## config.mk

```make
export PLATFORM = sky130hd
export DESIGN_NAME = rpm_power_mode_ctrl
export DESIGN_NICKNAME = d
export VERILOG_FILES = /design/src/rpm_pkg.sv /design/src/rpm_mode_decode.sv /design/src/rpm_power_mode_ctrl.sv
export SDC_FILE = /design/constraint.sdc
export NUM_CORES = 1
export LEC_CHECK = 0
export ABC_CLOCK_PERIOD_IN_PS = 2000
export BUFFER_PORTS_ARGS = -buffer_cell sky130_fd_sc_hd__buf_2
export CORE_ASPECT_RATIO = 1.4
export CORE_MARGIN = 8
export CORE_UTILIZATION = 35
export CTS_CLUSTER_DIAMETER = 60
export DETAILED_ROUTE_END_ITERATION = 16
export PLACE_DENSITY = 0.67
export RECOVER_POWER = 25
export SYNTH_ARGS = -nofsm -noshare
export SYNTH_HDL_FRONTEND = slang
export SYNTH_SLANG_ARGS = --single-unit
```

## constraint.sdc

```tcl
create_clock -name sys_clk -period 2 [get_ports sys_clk]
set_input_delay 0.3 -clock sys_clk [delete_from_list [all_inputs] [get_ports sys_clk]]
set_output_delay 0.3 -clock sys_clk [all_outputs]
set_load 0.05 [all_outputs]
```

## src/rpm_pkg.sv

```systemverilog
// package: register map, field layout, reset values and slot table for power-mode control
package rpm_pkg;

    // ******************************************************
    // register indices (byte address is four times index)
    // ******************************************************
    localparam logic [7:0] RPM_IDX_GLBL      = 8'h91; // global control, low-power bit
    localparam logic [7:0] RPM_IDX_SLEEP     = 8'h96; // sleep_slot_timing
    localparam logic [7:0] RPM_IDX_BUCK      = 8'h97; // buck_mode_select
    localparam logic [7:0] RPM_IDX_LIN_LO    = 8'h98; // linear_mode_select_low
    localparam logic [7:0] RPM_IDX_LIN_HI    = 8'h99; // linear_mode_select_high
    localparam logic [7:0] RPM_IDX_STAT_BUCK = 8'ha0; // buck enable/low-power status
    localparam logic [7:0] RPM_IDX_STAT_LEN  = 8'ha1; // linear enable status
    localparam logic [7:0] RPM_IDX_STAT_LLP  = 8'ha2; // linear low-power status

    // ******************************************************
    // field layout
    // ******************************************************
    localparam int RPM_ADDR_W       = 10;   // byte address width
    localparam int RPM_IDX_LSB      = 2;    // word index starts above byte lanes
    localparam int RPM_GLP_BIT      = 4;    // global low-power bit in global control
    localparam int RPM_ENTRY_MSB    = 6;    // sleep-entry slot period 6:4
    localparam int RPM_ENTRY_LSB    = 4;
    localparam int RPM_EXIT_MSB     = 2;    // sleep-exit slot period 2:0
    localparam int RPM_EXIT_LSB     = 0;
    localparam int RPM_RSVD_HI_BIT  = 7;    // reserved bits of sleep timing
    localparam int RPM_RSVD_LO_BIT  = 3;
    localparam int RPM_NUM_BUCK     = 4;
    localparam int RPM_NUM_LIN      = 8;
    localparam int RPM_NUM_DEC      = 12;   // decoders: bucks then linears
    localparam logic [7:0] RPM_SLEEP_WMASK = 8'h77; // reserved bits never stored

    // ******************************************************
    // factory-programmed reset values
    // ******************************************************
    localparam logic [7:0] RPM_RST_GLBL   = 8'h00;
    localparam logic [7:0] RPM_RST_SLEEP  = 8'h00;
    localparam logic [7:0] RPM_RST_BUCK   = 8'h00;
    localparam logic [7:0] RPM_RST_LIN_LO = 8'h00;
    localparam logic [7:0] RPM_RST_LIN_HI = 8'h00;

    // ******************************************************
    // mode codes and sequencer source codes
    // ******************************************************
    localparam logic [1:0] RPM_MODE_OFF  = 2'h0; // output disabled
    localparam logic [1:0] RPM_MODE_GRP  = 2'h1; // follow global low-power signal
    localparam logic [1:0] RPM_MODE_LP   = 2'h2; // forced low-power
    localparam logic [1:0] RPM_MODE_NORM = 2'h3; // forced normal
    localparam logic [1:0] RPM_SRC_SEQ0  = 2'h0; // flexible_power_sequencer 0
    localparam logic [1:0] RPM_SRC_NONE  = 2'h3; // not in any sequence

    // ******************************************************
    // bus answers
    // ******************************************************
    localparam logic [1:0] RPM_RESP_OKAY   = 2'h0;
    localparam logic [1:0] RPM_RESP_SLVERR = 2'h2;

    // ******************************************************
    // slot period table, microseconds 31 63 127 253 508 984 1936 3904
    // ******************************************************
    localparam logic [11:0] RPM_SLOT_US [8] = '{
        12'h01f, 12'h03f, 12'h07f, 12'h0fd, 12'h1fc, 12'h3d8, 12'h790, 12'hf40
    };

endpackage : rpm_pkg

```

## src/rpm_mode_decode.sv

```systemverilog
// module: one regulator mode decoder, registered enable and low-power outputs
`timescale 1ns/100ps

module rpm_mode_decode
    import rpm_pkg::*;
(
    input  wire logic       sys_clk,
    input  wire logic       rst_n,
    input  wire logic [1:0] mode_sel,    // 2-bit operating-mode field
    input  wire logic       seq_member,  // part of a flexible power sequence
    input  wire logic       seq_on,      // selected sequencer enabled
    input  wire logic       glp,         // global low-power signal
    output logic            en_reg,      // regulator enabled
    output logic            lp_reg       // 1 low-power, 0 normal
);

    logic en_next;   // decoded enable
    logic lp_next;   // decoded low-power selection

    // decode: off code wins over everything, sequencer gates members only;
    // forced normal simply leaves the low-power select clear
    always_comb begin
        en_next = (mode_sel != RPM_MODE_OFF) &&
                  (!seq_member || seq_on);
        lp_next = en_next && ((mode_sel == RPM_MODE_LP) ||
                              ((mode_sel == RPM_MODE_GRP) && glp));
    end

    // register outputs so the regulator pins never see decode glitches
    always_ff @(posedge sys_clk) begin
        if (!rst_n) begin
            en_reg <= 1'b0;
            lp_reg <= 1'b0;
        end else begin
            en_reg <= en_next;
            lp_reg <= lp_next;
        end
    end

endmodule : rpm_mode_decode

```

## src/rpm_power_mode_ctrl.sv

```systemverilog
// module: regulator power-mode control bank behind an AXI4-Lite slave
//
// Chosen here: the AXI4-Lite interface to the registers.
`timescale 1ns/100ps

module rpm_power_mode_ctrl
    import rpm_pkg::*;
(
    input  wire logic                  sys_clk,
    input  wire logic                  rst_n,
    // ******************************************************
    // AXI4-Lite slave
    // ******************************************************
    input  wire logic [RPM_ADDR_W-1:0] s_axi_awaddr,
    input  wire logic                  s_axi_awvalid,
    output logic                       s_axi_awready,
    input  wire logic [31:0]           s_axi_wdata,
    input  wire logic [3:0]            s_axi_wstrb,
    input  wire logic                  s_axi_wvalid,
    output logic                       s_axi_wready,
    output logic [1:0]                 s_axi_bresp,
    output logic                       s_axi_bvalid,
    input  wire logic                  s_axi_bready,
    input  wire logic [RPM_ADDR_W-1:0] s_axi_araddr,
    input  wire logic                  s_axi_arvalid,
    output logic                       s_axi_arready,
    output logic [31:0]                s_axi_rdata,
    output logic [1:0]                 s_axi_rresp,
    output logic                       s_axi_rvalid,
    input  wire logic                  s_axi_rready,
    // ******************************************************
    // sequencer side, same clock domain
    // ******************************************************
    input  wire logic [15:0]           linear_sequencer_source, // 2 bits per regulator
    input  wire logic [1:0]            seq_enable,              // sequencer 0 and 1
    // ******************************************************
    // regulator controls
    // ******************************************************
    output logic [3:0]                 buck_en,
    output logic [3:0]                 buck_lp,
    output logic [7:0]                 linear_en,
    output logic [7:0]                 linear_lp,
    output logic                       global_low_power,
    output logic [11:0]                sleep_entry_period_us,
    output logic [11:0]                sleep_exit_period_us
);

    // ******************************************************
    // storage
    // ******************************************************
    logic [7:0]  glbl_reg;          // global control
    logic [7:0]  sleep_reg;         // sleep_slot_timing
    logic [7:0]  buck_reg;          // buck_mode_select
    logic [7:0]  lin_lo_reg;        // linear_mode_select_low
    logic [7:0]  lin_hi_reg;        // linear_mode_select_high
    logic [11:0] entry_us_reg;      // decoded sleep-entry period
    logic [11:0] exit_us_reg;       // decoded sleep-exit period

    // bus side holding registers
    logic        aw_full_reg;       // write address held
    logic [7:0]  aw_idx_reg;        // held write word index
    logic        w_full_reg;        // write data held
    logic [7:0]  w_data_reg;        // held low byte
    logic        w_lane_reg;        // held strobe of byte 0
    logic        bvalid_reg;
    logic [1:0]  bresp_reg;
    logic        rvalid_reg;
    logic [31:0] rdata_reg;
    logic [1:0]  rresp_reg;

    logic        do_write;          // both halves present, response slot free
    logic        wr_hit;            // held index is writable
    logic [7:0]  ar_idx;            // read word index
    logic [31:0] rd_word;           // read mux
    logic        rd_hit;            // read index mapped

    // decoder wiring, bucks 0..3 then linears 0..7
    logic [1:0]  dec_mode   [RPM_NUM_DEC];
    logic        dec_member [RPM_NUM_DEC];
    logic        dec_seq_on [RPM_NUM_DEC];
    logic [RPM_NUM_DEC-1:0] dec_en;
    logic [RPM_NUM_DEC-1:0] dec_lp;
    logic [1:0]  lin_src    [RPM_NUM_LIN];

    // ******************************************************
    // write channel: address and data taken in either order
    // ******************************************************
    assign s_axi_awready = !aw_full_reg;
    assign s_axi_wready  = !w_full_reg;
    assign do_write      = aw_full_reg && w_full_reg && !bvalid_reg;

    // mapped writable indices; status words ignore writes with an error
    always_comb begin
        case (aw_idx_reg)
            RPM_IDX_GLBL, RPM_IDX_SLEEP, RPM_IDX_BUCK,
            RPM_IDX_LIN_LO, RPM_IDX_LIN_HI: wr_hit = 1'b1;
            default:                        wr_hit = 1'b0;
        endcase
    end

    // address holding register
    always_ff @(posedge sys_clk) begin
        if (!rst_n) begin
            aw_full_reg <= 1'b0;
            aw_idx_reg  <= 8'h00;
        end else if (s_axi_awvalid && !aw_full_reg) begin
            aw_full_reg <= 1'b1;
            aw_idx_reg  <= s_axi_awaddr[RPM_IDX_LSB +: 8];
        end else if (do_write) begin
            aw_full_reg <= 1'b0;
        end
    end

    // data holding register, only byte lane 0 carries register bits
    always_ff @(posedge sys_clk) begin
        if (!rst_n) begin
            w_full_reg <= 1'b0;
            w_data_reg <= 8'h00;
            w_lane_reg <= 1'b0;
        end else if (s_axi_wvalid && !w_full_reg) begin
            w_full_reg <= 1'b1;
            w_data_reg <= s_axi_wdata[7:0];
            w_lane_reg <= s_axi_wstrb[0];
        end else if (do_write) begin
            w_full_reg <= 1'b0;
        end
    end

    // write response, one outstanding at most
    always_ff @(posedge sys_clk) begin
        if (!rst_n) begin
            bvalid_reg <= 1'b0;
            bresp_reg  <= RPM_RESP_OKAY;
        end else if (do_write) begin
            bvalid_reg <= 1'b1;
            bresp_reg  <= wr_hit ? RPM_RESP_OKAY : RPM_RESP_SLVERR;
        end else if (s_axi_bready) begin
            bvalid_reg <= 1'b0;
        end
    end

    assign s_axi_bvalid = bvalid_reg;
    assign s_axi_bresp  = bresp_reg;

    // ******************************************************
    // register file
    // ******************************************************
    // mode fields load factory values at reset and keep what was written
    always_ff @(posedge sys_clk) begin
        if (!rst_n) begin
            glbl_reg   <= RPM_RST_GLBL;
            sleep_reg  <= RPM_RST_SLEEP;
            buck_reg   <= RPM_RST_BUCK;
            lin_lo_reg <= RPM_RST_LIN_LO;
            lin_hi_reg <= RPM_RST_LIN_HI;
        end else if (do_write && w_lane_reg) begin
            case (aw_idx_reg)
                RPM_IDX_GLBL:   glbl_reg   <= w_data_reg;
                // reserved bits dropped so a careless write cannot stick
                RPM_IDX_SLEEP:  sleep_reg  <= w_data_reg & RPM_SLEEP_WMASK;
                RPM_IDX_BUCK:   buck_reg   <= w_data_reg;
                RPM_IDX_LIN_LO: lin_lo_reg <= w_data_reg;
                RPM_IDX_LIN_HI: lin_hi_reg <= w_data_reg;
                default:        ;
            endcase
        end
    end

    // slot period lookup, table index is the 3-bit code
    always_ff @(posedge sys_clk) begin
        if (!rst_n) begin
            entry_us_reg <= RPM_SLOT_US[0];
            exit_us_reg  <= RPM_SLOT_US[0];
        end else begin
            entry_us_reg <= RPM_SLOT_US[sleep_reg[RPM_ENTRY_MSB:RPM_ENTRY_LSB]];
            exit_us_reg  <= RPM_SLOT_US[sleep_reg[RPM_EXIT_MSB:RPM_EXIT_LSB]];
        end
    end

    assign sleep_entry_period_us = entry_us_reg;
    assign sleep_exit_period_us  = exit_us_reg;
    assign global_low_power      = glbl_reg[RPM_GLP_BIT];

    // ******************************************************
    // read channel
    // ******************************************************
    assign s_axi_arready = !rvalid_reg;
    assign ar_idx        = s_axi_araddr[RPM_IDX_LSB +: 8];

    // read mux; status words show the live decoder outputs
    always_comb begin
        rd_hit  = 1'b1;
        rd_word = 32'h0000_0000;
        case (ar_idx)
            RPM_IDX_GLBL:      rd_word[7:0] = glbl_reg;
            RPM_IDX_SLEEP:     rd_word[7:0] = sleep_reg;
            RPM_IDX_BUCK:      rd_word[7:0] = buck_reg;
            RPM_IDX_LIN_LO:    rd_word[7:0] = lin_lo_reg;
            RPM_IDX_LIN_HI:    rd_word[7:0] = lin_hi_reg;
            RPM_IDX_STAT_BUCK: rd_word[7:0] = {buck_lp, buck_en};
            RPM_IDX_STAT_LEN:  rd_word[7:0] = linear_en;
            RPM_IDX_STAT_LLP:  rd_word[7:0] = linear_lp;
            default:           rd_hit = 1'b0;
        endcase
    end

    // read answer registered on the same edge that takes the address
    always_ff @(posedge sys_clk) begin
        if (!rst_n) begin
            rvalid_reg <= 1'b0;
            rdata_reg  <= 32'h0000_0000;
            rresp_reg  <= RPM_RESP_OKAY;
        end else if (s_axi_arvalid && !rvalid_reg) begin
            rvalid_reg <= 1'b1;
            rdata_reg  <= rd_word;
            rresp_reg  <= rd_hit ? RPM_RESP_OKAY : RPM_RESP_SLVERR;
        end else if (s_axi_rready) begin
            rvalid_reg <= 1'b0;
        end
    end

    assign s_axi_rvalid = rvalid_reg;
    assign s_axi_rdata  = rdata_reg;
    assign s_axi_rresp  = rresp_reg;

    // ******************************************************
    // decoder input steering
    // ******************************************************
    // bucks are never sequencer members, linears use their source code
    always_comb begin
        for (int i = 0; i < RPM_NUM_LIN; i++) begin
            lin_src[i] = linear_sequencer_source[2*i +: 2];
        end
        for (int i = 0; i < RPM_NUM_BUCK; i++) begin
            dec_mode[i]   = buck_reg[2*i +: 2];
            dec_member[i] = 1'b0;
            dec_seq_on[i] = 1'b0;
        end
        // linear 0 sits in the top field, linear 3 in the bottom one
        for (int i = 0; i < RPM_NUM_LIN / 2; i++) begin
            dec_mode[RPM_NUM_BUCK + i]     = lin_lo_reg[6 - 2*i +: 2];
            dec_mode[RPM_NUM_BUCK + 4 + i] = lin_hi_reg[6 - 2*i +: 2];
        end
        for (int i = 0; i < RPM_NUM_LIN; i++) begin
            dec_member[RPM_NUM_BUCK + i] = (lin_src[i] != RPM_SRC_NONE);
            // codes 01 and 10 both select sequencer 1
            dec_seq_on[RPM_NUM_BUCK + i] = (lin_src[i] == RPM_SRC_SEQ0) ?
                                           seq_enable[0] : seq_enable[1];
        end
    end

    // ******************************************************
    // mode decoders
    // ******************************************************
    for (genvar gi = 0; gi < RPM_NUM_DEC; gi++) begin : g_dec
        rpm_mode_decode u_dec (
            .sys_clk    (sys_clk),
            .rst_n      (rst_n),
            .mode_sel   (dec_mode[gi]),
            .seq_member (dec_member[gi]),
            .seq_on     (dec_seq_on[gi]),
            .glp        (glbl_reg[RPM_GLP_BIT]),
            .en_reg     (dec_en[gi]),
            .lp_reg     (dec_lp[gi])
        );
    end

    assign buck_en   = dec_en[RPM_NUM_BUCK-1:0];
    assign buck_lp   = dec_lp[RPM_NUM_BUCK-1:0];
    assign linear_en = dec_en[RPM_NUM_DEC-1:RPM_NUM_BUCK];
    assign linear_lp = dec_lp[RPM_NUM_DEC-1:RPM_NUM_BUCK];
endmodule : rpm_power_mode_ctrl

```

==> metrics.txt, run 1 <==
DP Area 5790 um2; largest net degree at the start of global routing 70; drt drc 0; Crit-path slowest cell or4b_1; routability cong. 0.914; DR vias 4,283; antenna cells 0; Routed WL per cell 17.1 um; Critical Path RT 2290 ps; Final nets 766; Longest Clk Path Bufs 2; initial antenna violation count 0; CP startpoint kind flip-flop; Total GRT Usage 16.1%; worst-path cell chain and4bb_2, nand4_1, or4b_1, buf_4, mux2i_1, nor2_1; max incr delay on CP 480 ps; Core ar. 14,400 um2; proportion of layout cells with a drive suffix above 1 26.1%; Detailed Place HPWL 11,700 um; Syn Area/Cell 8.92 um2; worst slack at placement 6.68 ps; CTS Hold Buffers Added 0; synthesized area 5170 um2; Post-Route Skew 11.3 ps; Critical Path AT 2070 ps; status finished clean; CP max FO 8; Cells after Synth 580; Tcrit/Tclk final 89.2%; H-tree levels 4; CP Class flip-flop to flip-flop; Finished Core Util 44.3%; sequential-to-total area share from yosys stat 45.3%; Post-CTS Setup Bufs 0; post-route ant nets 0; Final Hold Vio Count 0; Max Fclk 561 MHz; number of detailed-route iterations in the first pass 5; Reg2Reg Depth 6; GRT overflow 0; Synth area leader dfxtp_1; Layout Cells excl Fill 885; row count 52; Top-Level Pins 171; RSZ-0062 raised after global routing no; max_slew headroom 58.1%; Slew @ Worst Pin 626 ps; worst setup margin 217 ps; top cells by area, synth dfxtp_1, mux2i_1, buf_4; max_cap viols 0; yosys warns 0; setup_tns 0 ps; post_cts resized 0; final instance area 6400 um2; final setup violation count 0; Final Max Slew Viols 0; Post-Place Cells 855; Worst IR Drop VDD 0.000469 V; FFs w/ async S/R, synth 0%; first-pass GRT wire length 23,700 um; synthesized flop and latch total 117; Static Leak 2.90 nW; Clock transition at path regs 50 ps; Die Span X 119 um; Syn-to-layout area delta 23.7%; hold path depth 3; CTS Sinks 117; height of the chip 160 um; # port buffers 113; total CTS buffers 17; DRT iter0 DRCs 310; WHS 101 ps; vias in the first global route 4,367; TritonCTS clock tree yes; Post-synth EDFFs 0; worst min path class primary input to flip-flop; Synth top area share 45.3%; total chip power 6.00 mW; top_reg_cell synth dfxtp_1; Crit. End Element flip-flop; PwrDens 937 nW/um2; vias per cell 4.84; final wirelength 15,100 um; CTS Root Buffer Type clkbuf_16; Cell variety after synth 56; Total Die Area 19,000 um2; final period demand of the worst path 1780 ps; insertion delay to the later sink of the worst-skew pair 420 ps; starting density of the core 35.8%
-- where the power goes --
group	internal [mW]	switching (mW)
clock	2.13	1.03
sequential	2.36	0.0396
combinational	0.126	0.301
-- metal layers --
layer / wire length [um] / share of wire (%) / track usage, %
met5: 0 / 0 / 0
met4: 626 / 4.1 / 9.98
met3: 909 / 6.0 / 4.23
met2: 7960 / 53 / 29.4
met1: 5590 / 37 / 15.8
-- final timing paths --
kind | from | to | slack (ps)
min reg2reg | s_axi_rdata[5] | s_axi_rdata[5] | 470
max | aw_idx_reg[6] | lin_hi_reg[6] | 220
min | s_axi_awvalid | aw_full_reg | 100
max reg2reg | aw_idx_reg[6] | lin_hi_reg[6] | 220
-- cell usage in the layout (no fill, tap or decap), types with 6 or more instances in the layout --
master,Yosys,layout
buf_2,6,112
a21oi_1,26,26
dfxtp_1,117,117
nand2b_1,15,15
buf_4,50,25
o21ai_0,29,29
nor3_1,19,19
nand3_1,7,7
mux2i_1,44,44
a21boi_0,9,9
clkbuf_16,0,17
nand2_1,41,41
a32oi_1,7,7
inv_1,19,19
conb_1,1,26
nor2b_1,6,6
xnor2_1,7,7
nor2_1,75,75
and3_1,6,6
-- cells in the mapped netlist (all sizes together), types with 6 or more instances --
master / number
inv: 19
xnor2: 7
clkbuf: 22
a21boi: 9
nand2: 41
nor3: 19
nor2b: 7
nand3: 7
mux2i: 44
a32oi: 7
buf: 57
and3: 6
a21oi: 26
nand2b: 15
nor2: 76
dfxtp: 117
o21ai: 30
-- worst max-delay path, delay by kind of cell, from the launching register on --
kind	cells	cell delay, ps
AND/OR/NAND/NOR	4	1010
flip-flops	1	300
multiplexers	1	150
buffers and inverters	1	200
-- cell families after synthesis --
group | after synthesis | share of synthesized area (%)
XOR/XNOR | 11 | 1.86
multiplexers | 49 | 9.60
flip-flops | 117 | 45.3
buffers and inverters | 99 | 11.1
AND/OR/NAND/NOR | 201 | 19.3
other | 1 | 0.0725
AO/OA/AOI/OAI | 102 | 12.7
-- area by class of cell --
type                    count  area [um2]
flip-flops and latches    117        2340
clock buffers              21         460
clock inverters             9         153
inverters                  20        75.1
multi-input cells         389        2360
repair buffers            140         776
fillers                  1467        8050
well taps                 189         236
(Power assumes the default switching activity.)
==> inputs of run 2 (changes only) <==
--- a/config.mk
+++ b/config.mk
@@ -7,13 +7,17 @@
 export LEC_CHECK = 0
 export ABC_CLOCK_PERIOD_IN_PS = 2000
 export BUFFER_PORTS_ARGS = -buffer_cell sky130_fd_sc_hd__buf_2
+export CELL_PAD_IN_SITES_DETAIL_PLACEMENT = 0
+export CELL_PAD_IN_SITES_GLOBAL_PLACEMENT = 1
 export CORE_ASPECT_RATIO = 1.4
 export CORE_MARGIN = 8
 export CORE_UTILIZATION = 35
 export CTS_CLUSTER_DIAMETER = 60
 export DETAILED_ROUTE_END_ITERATION = 16
-export PLACE_DENSITY = 0.67
+export GPL_TIMING_DRIVEN = 0
+export PLACE_DENSITY = 0.84
 export RECOVER_POWER = 25
+export SETUP_SLACK_MARGIN = 0.3
 export SYNTH_ARGS = -nofsm -noshare
 export SYNTH_HDL_FRONTEND = slang
 export SYNTH_SLANG_ARGS = --single-unit
==> run 2 against run 1 <==
- setup slack worse by 53 ps
- register-to-register slack lost 50 ps
- critical path type unchanged
- via count grew 5.4%
- worst hold slack barely moved
- global-route usage rose by 0.37 points
- largest cell class unchanged
- non-clock buffer count rose by 55
- utilization up 2.9 points
- largest power group unchanged
- first-iteration DRC count increased by 5.8%
- critical endpoint is now lin_hi_reg[3]
==> metrics.txt, run 2 (synthesis gave the netlist of run 1 again) <==
antenna cells 0 (unchanged); PwrDens 885 nW/um2 (-5.5%); total CTS buffers 17 (unchanged); CTS Hold Buffers Added 0 (unchanged); commonest non-fill, non-tap cell in the layout dfxtp_1; Final nets 821 (+7.2%); worst setup margin 164 ps (-53.3 ps); Tcrit/Tclk final 91.8% (+2.7 points); Total Die Area 19,000 um2 (unchanged); TritonCTS clock tree yes; starting density of the core 35.8% (unchanged); max_cap viols 0 (unchanged); Worst IR Drop VDD 0.000437 V (-6.8%); # port buffers 109 (-3.5%); H-tree levels 4 (unchanged); Detailed Place HPWL 11,900 um (+2.1%); vias per cell 4.79 (-0.98%); highest-count cells in the layout ignoring fill and taps dfxtp_1, buf_2, nor2_1; Final Hold Vio Count 0 (unchanged); DRT iter0 DRCs 328 (+5.8%); total chip power 6.03 mW (+0.58%); Layout fillers 1,489 (+1.5%); drt drc 0 (unchanged); row count 52 (unchanged); max_slew headroom 53.9% (-4.2 points); Slew @ Worst Pin 691 ps (+65.4 ps); worst min path class primary input to flip-flop; Static Leak 3.13 nW (+7.9%); Critical Path RT 2280 ps (about the same); Longest Clk Path Bufs 2 (unchanged); Total GRT Usage 16.5% (+0.37 points); RSZ-0062 raised after global routing yes; CP startpoint kind flip-flop; insertion delay to the later sink of the worst-skew pair 420 ps (about the same); GRT overflow 0 (unchanged); worst slack at placement -72.7 ps (-79.4 ps); Top-Level Pins 171 (unchanged); largest net degree at the start of global routing 17 (-76%); Crit. End Element flip-flop; WHS 101 ps (-0.440 ps); Final Max Slew Viols 0 (unchanged); first-pass GRT wire length 24,700 um (+4.3%); Syn-to-layout area delta 31.7%; max incr delay on CP 520 ps (+40 ps); Reg area 2340 um2 (+0.11%); Core ar. 14,400 um2 (unchanged); Max Fclk 545 MHz (-2.9%); final period demand of the worst path 1840 ps (+53.3 ps); final setup violation count 0 (unchanged); Finished Core Util 47.2% (+2.9 points); Clock transition at path regs 60 ps (about the same); height of the chip 160 um (unchanged); Die Span X 119 um (unchanged); initial antenna violation count 0 (unchanged); proportion of layout cells with a drive suffix above 1 30.3% (+4.1 points); worst-path cell chain and3b_1, buf_6, nand4_1, or4b_4, buf_12, mux2i_1, nor2_1; post-route ant nets 0 (unchanged); Crit-path slowest cell or4b_4; Critical Path AT 2110 ps (+40 ps); Post-Route Skew 6.45 ps (-4.87 ps); Routed WL per cell 16.5 um (-3.0%); vias in the first global route 4,637 (+6.2%); CP max FO 8 (unchanged); Multi-input gate area 2390 um2 (+1.5%); final wirelength 15,600 um (+3.3%); routability cong. 0.919 (+0.48%); DR vias 4,514 (+5.4%); status finished clean; CP Class flip-flop to flip-flop; CTS Root Buffer Type clkbuf_16; number of detailed-route iterations in the first pass 5 (unchanged); CTS Sinks 117 (unchanged)
## run 2: cell types whose count changed in the layout (fill, tap and decap cells not counted), sizes merged
cell / previous run / this run
buf: 138 / 171
clkbuf: 23 / 44
clkinvlp: 0 / 3
bufinv: 4 / 3
inv: 19 / 20
## run 2: through the flow
step                      setup TNS [ps]  cell area, um2  std cells
final                                  0            6810        942
after global routing                   0            6810        942
after CTS                              0            6730        939
after detailed placement            -144            6080        903
after global placement             -69.4            6080        903
after floorplan                        0            5290        605
## run 2: where the power goes
group | internal, mW | leakage [nW] | total, mW | switching, mW
registers | 2.36 | 0.947 | 2.40 | 0.0397
clock network | 2.06 | 0.297 | 3.16 | 1.10
logic | 0.157 | 1.89 | 0.472 | 0.315
total | 4.58 | 3.13 | 6.03 | 1.45
## run 2: critical path: cells and delay by family (launching register included)
kind / cells / cell delay (ps)
AND/OR/NAND/NOR: 4 / 880
flip-flops: 1 / 370
buffers and inverters: 2 / 270
multiplexers: 1 / 170
## run 2: repair_timing
action	CTS	global route
pin swaps	2	5
buffers inserted	4	3
hold endpoints to repair	0	0
endpoints found under the setup margin	24	44
gates cloned	0	0
gates resized for setup	2	21
## run 2: routing by layer
metal	wire length [um]	share of wire, %	track usage, %	vias up
met1	6240	40	17.8	2059
met4	416	2.7	7.16	0
met2	7980	51	29.5	179
li1	-	-	-	2245
met3	946	6.1	4.27	31
met5	0	0	0	-
## run 2: final timing paths
| check | start | to | slack (ps) | depth (start not counted) |
|---|---|---|---|---|
| worst max-delay path | w_full_reg | lin_hi_reg[3] | 160 | 7 |
| worst min-delay path | s_axi_awvalid | aw_full_reg | 100 | 3 |
| worst max register to register | w_full_reg | lin_hi_reg[3] | 160 | 7 |
| worst min register to register | s_axi_rdata[6] | s_axi_rdata[6] | 460 | 2 |
## run 2: layout make-up
cell class | instances | area share [%]
Clock buffer | 20 | 6.87
Sequential cell | 117 | 34.4
Timing Repair Buffer | 116 | 8.87
Inverter | 20 | 1.10
Buffer | 79 | 7.97
Clock inverter | 12 | 2.20
Tap cell | 189 | 3.47
Multi-Input combinational cell | 389 | 35.1
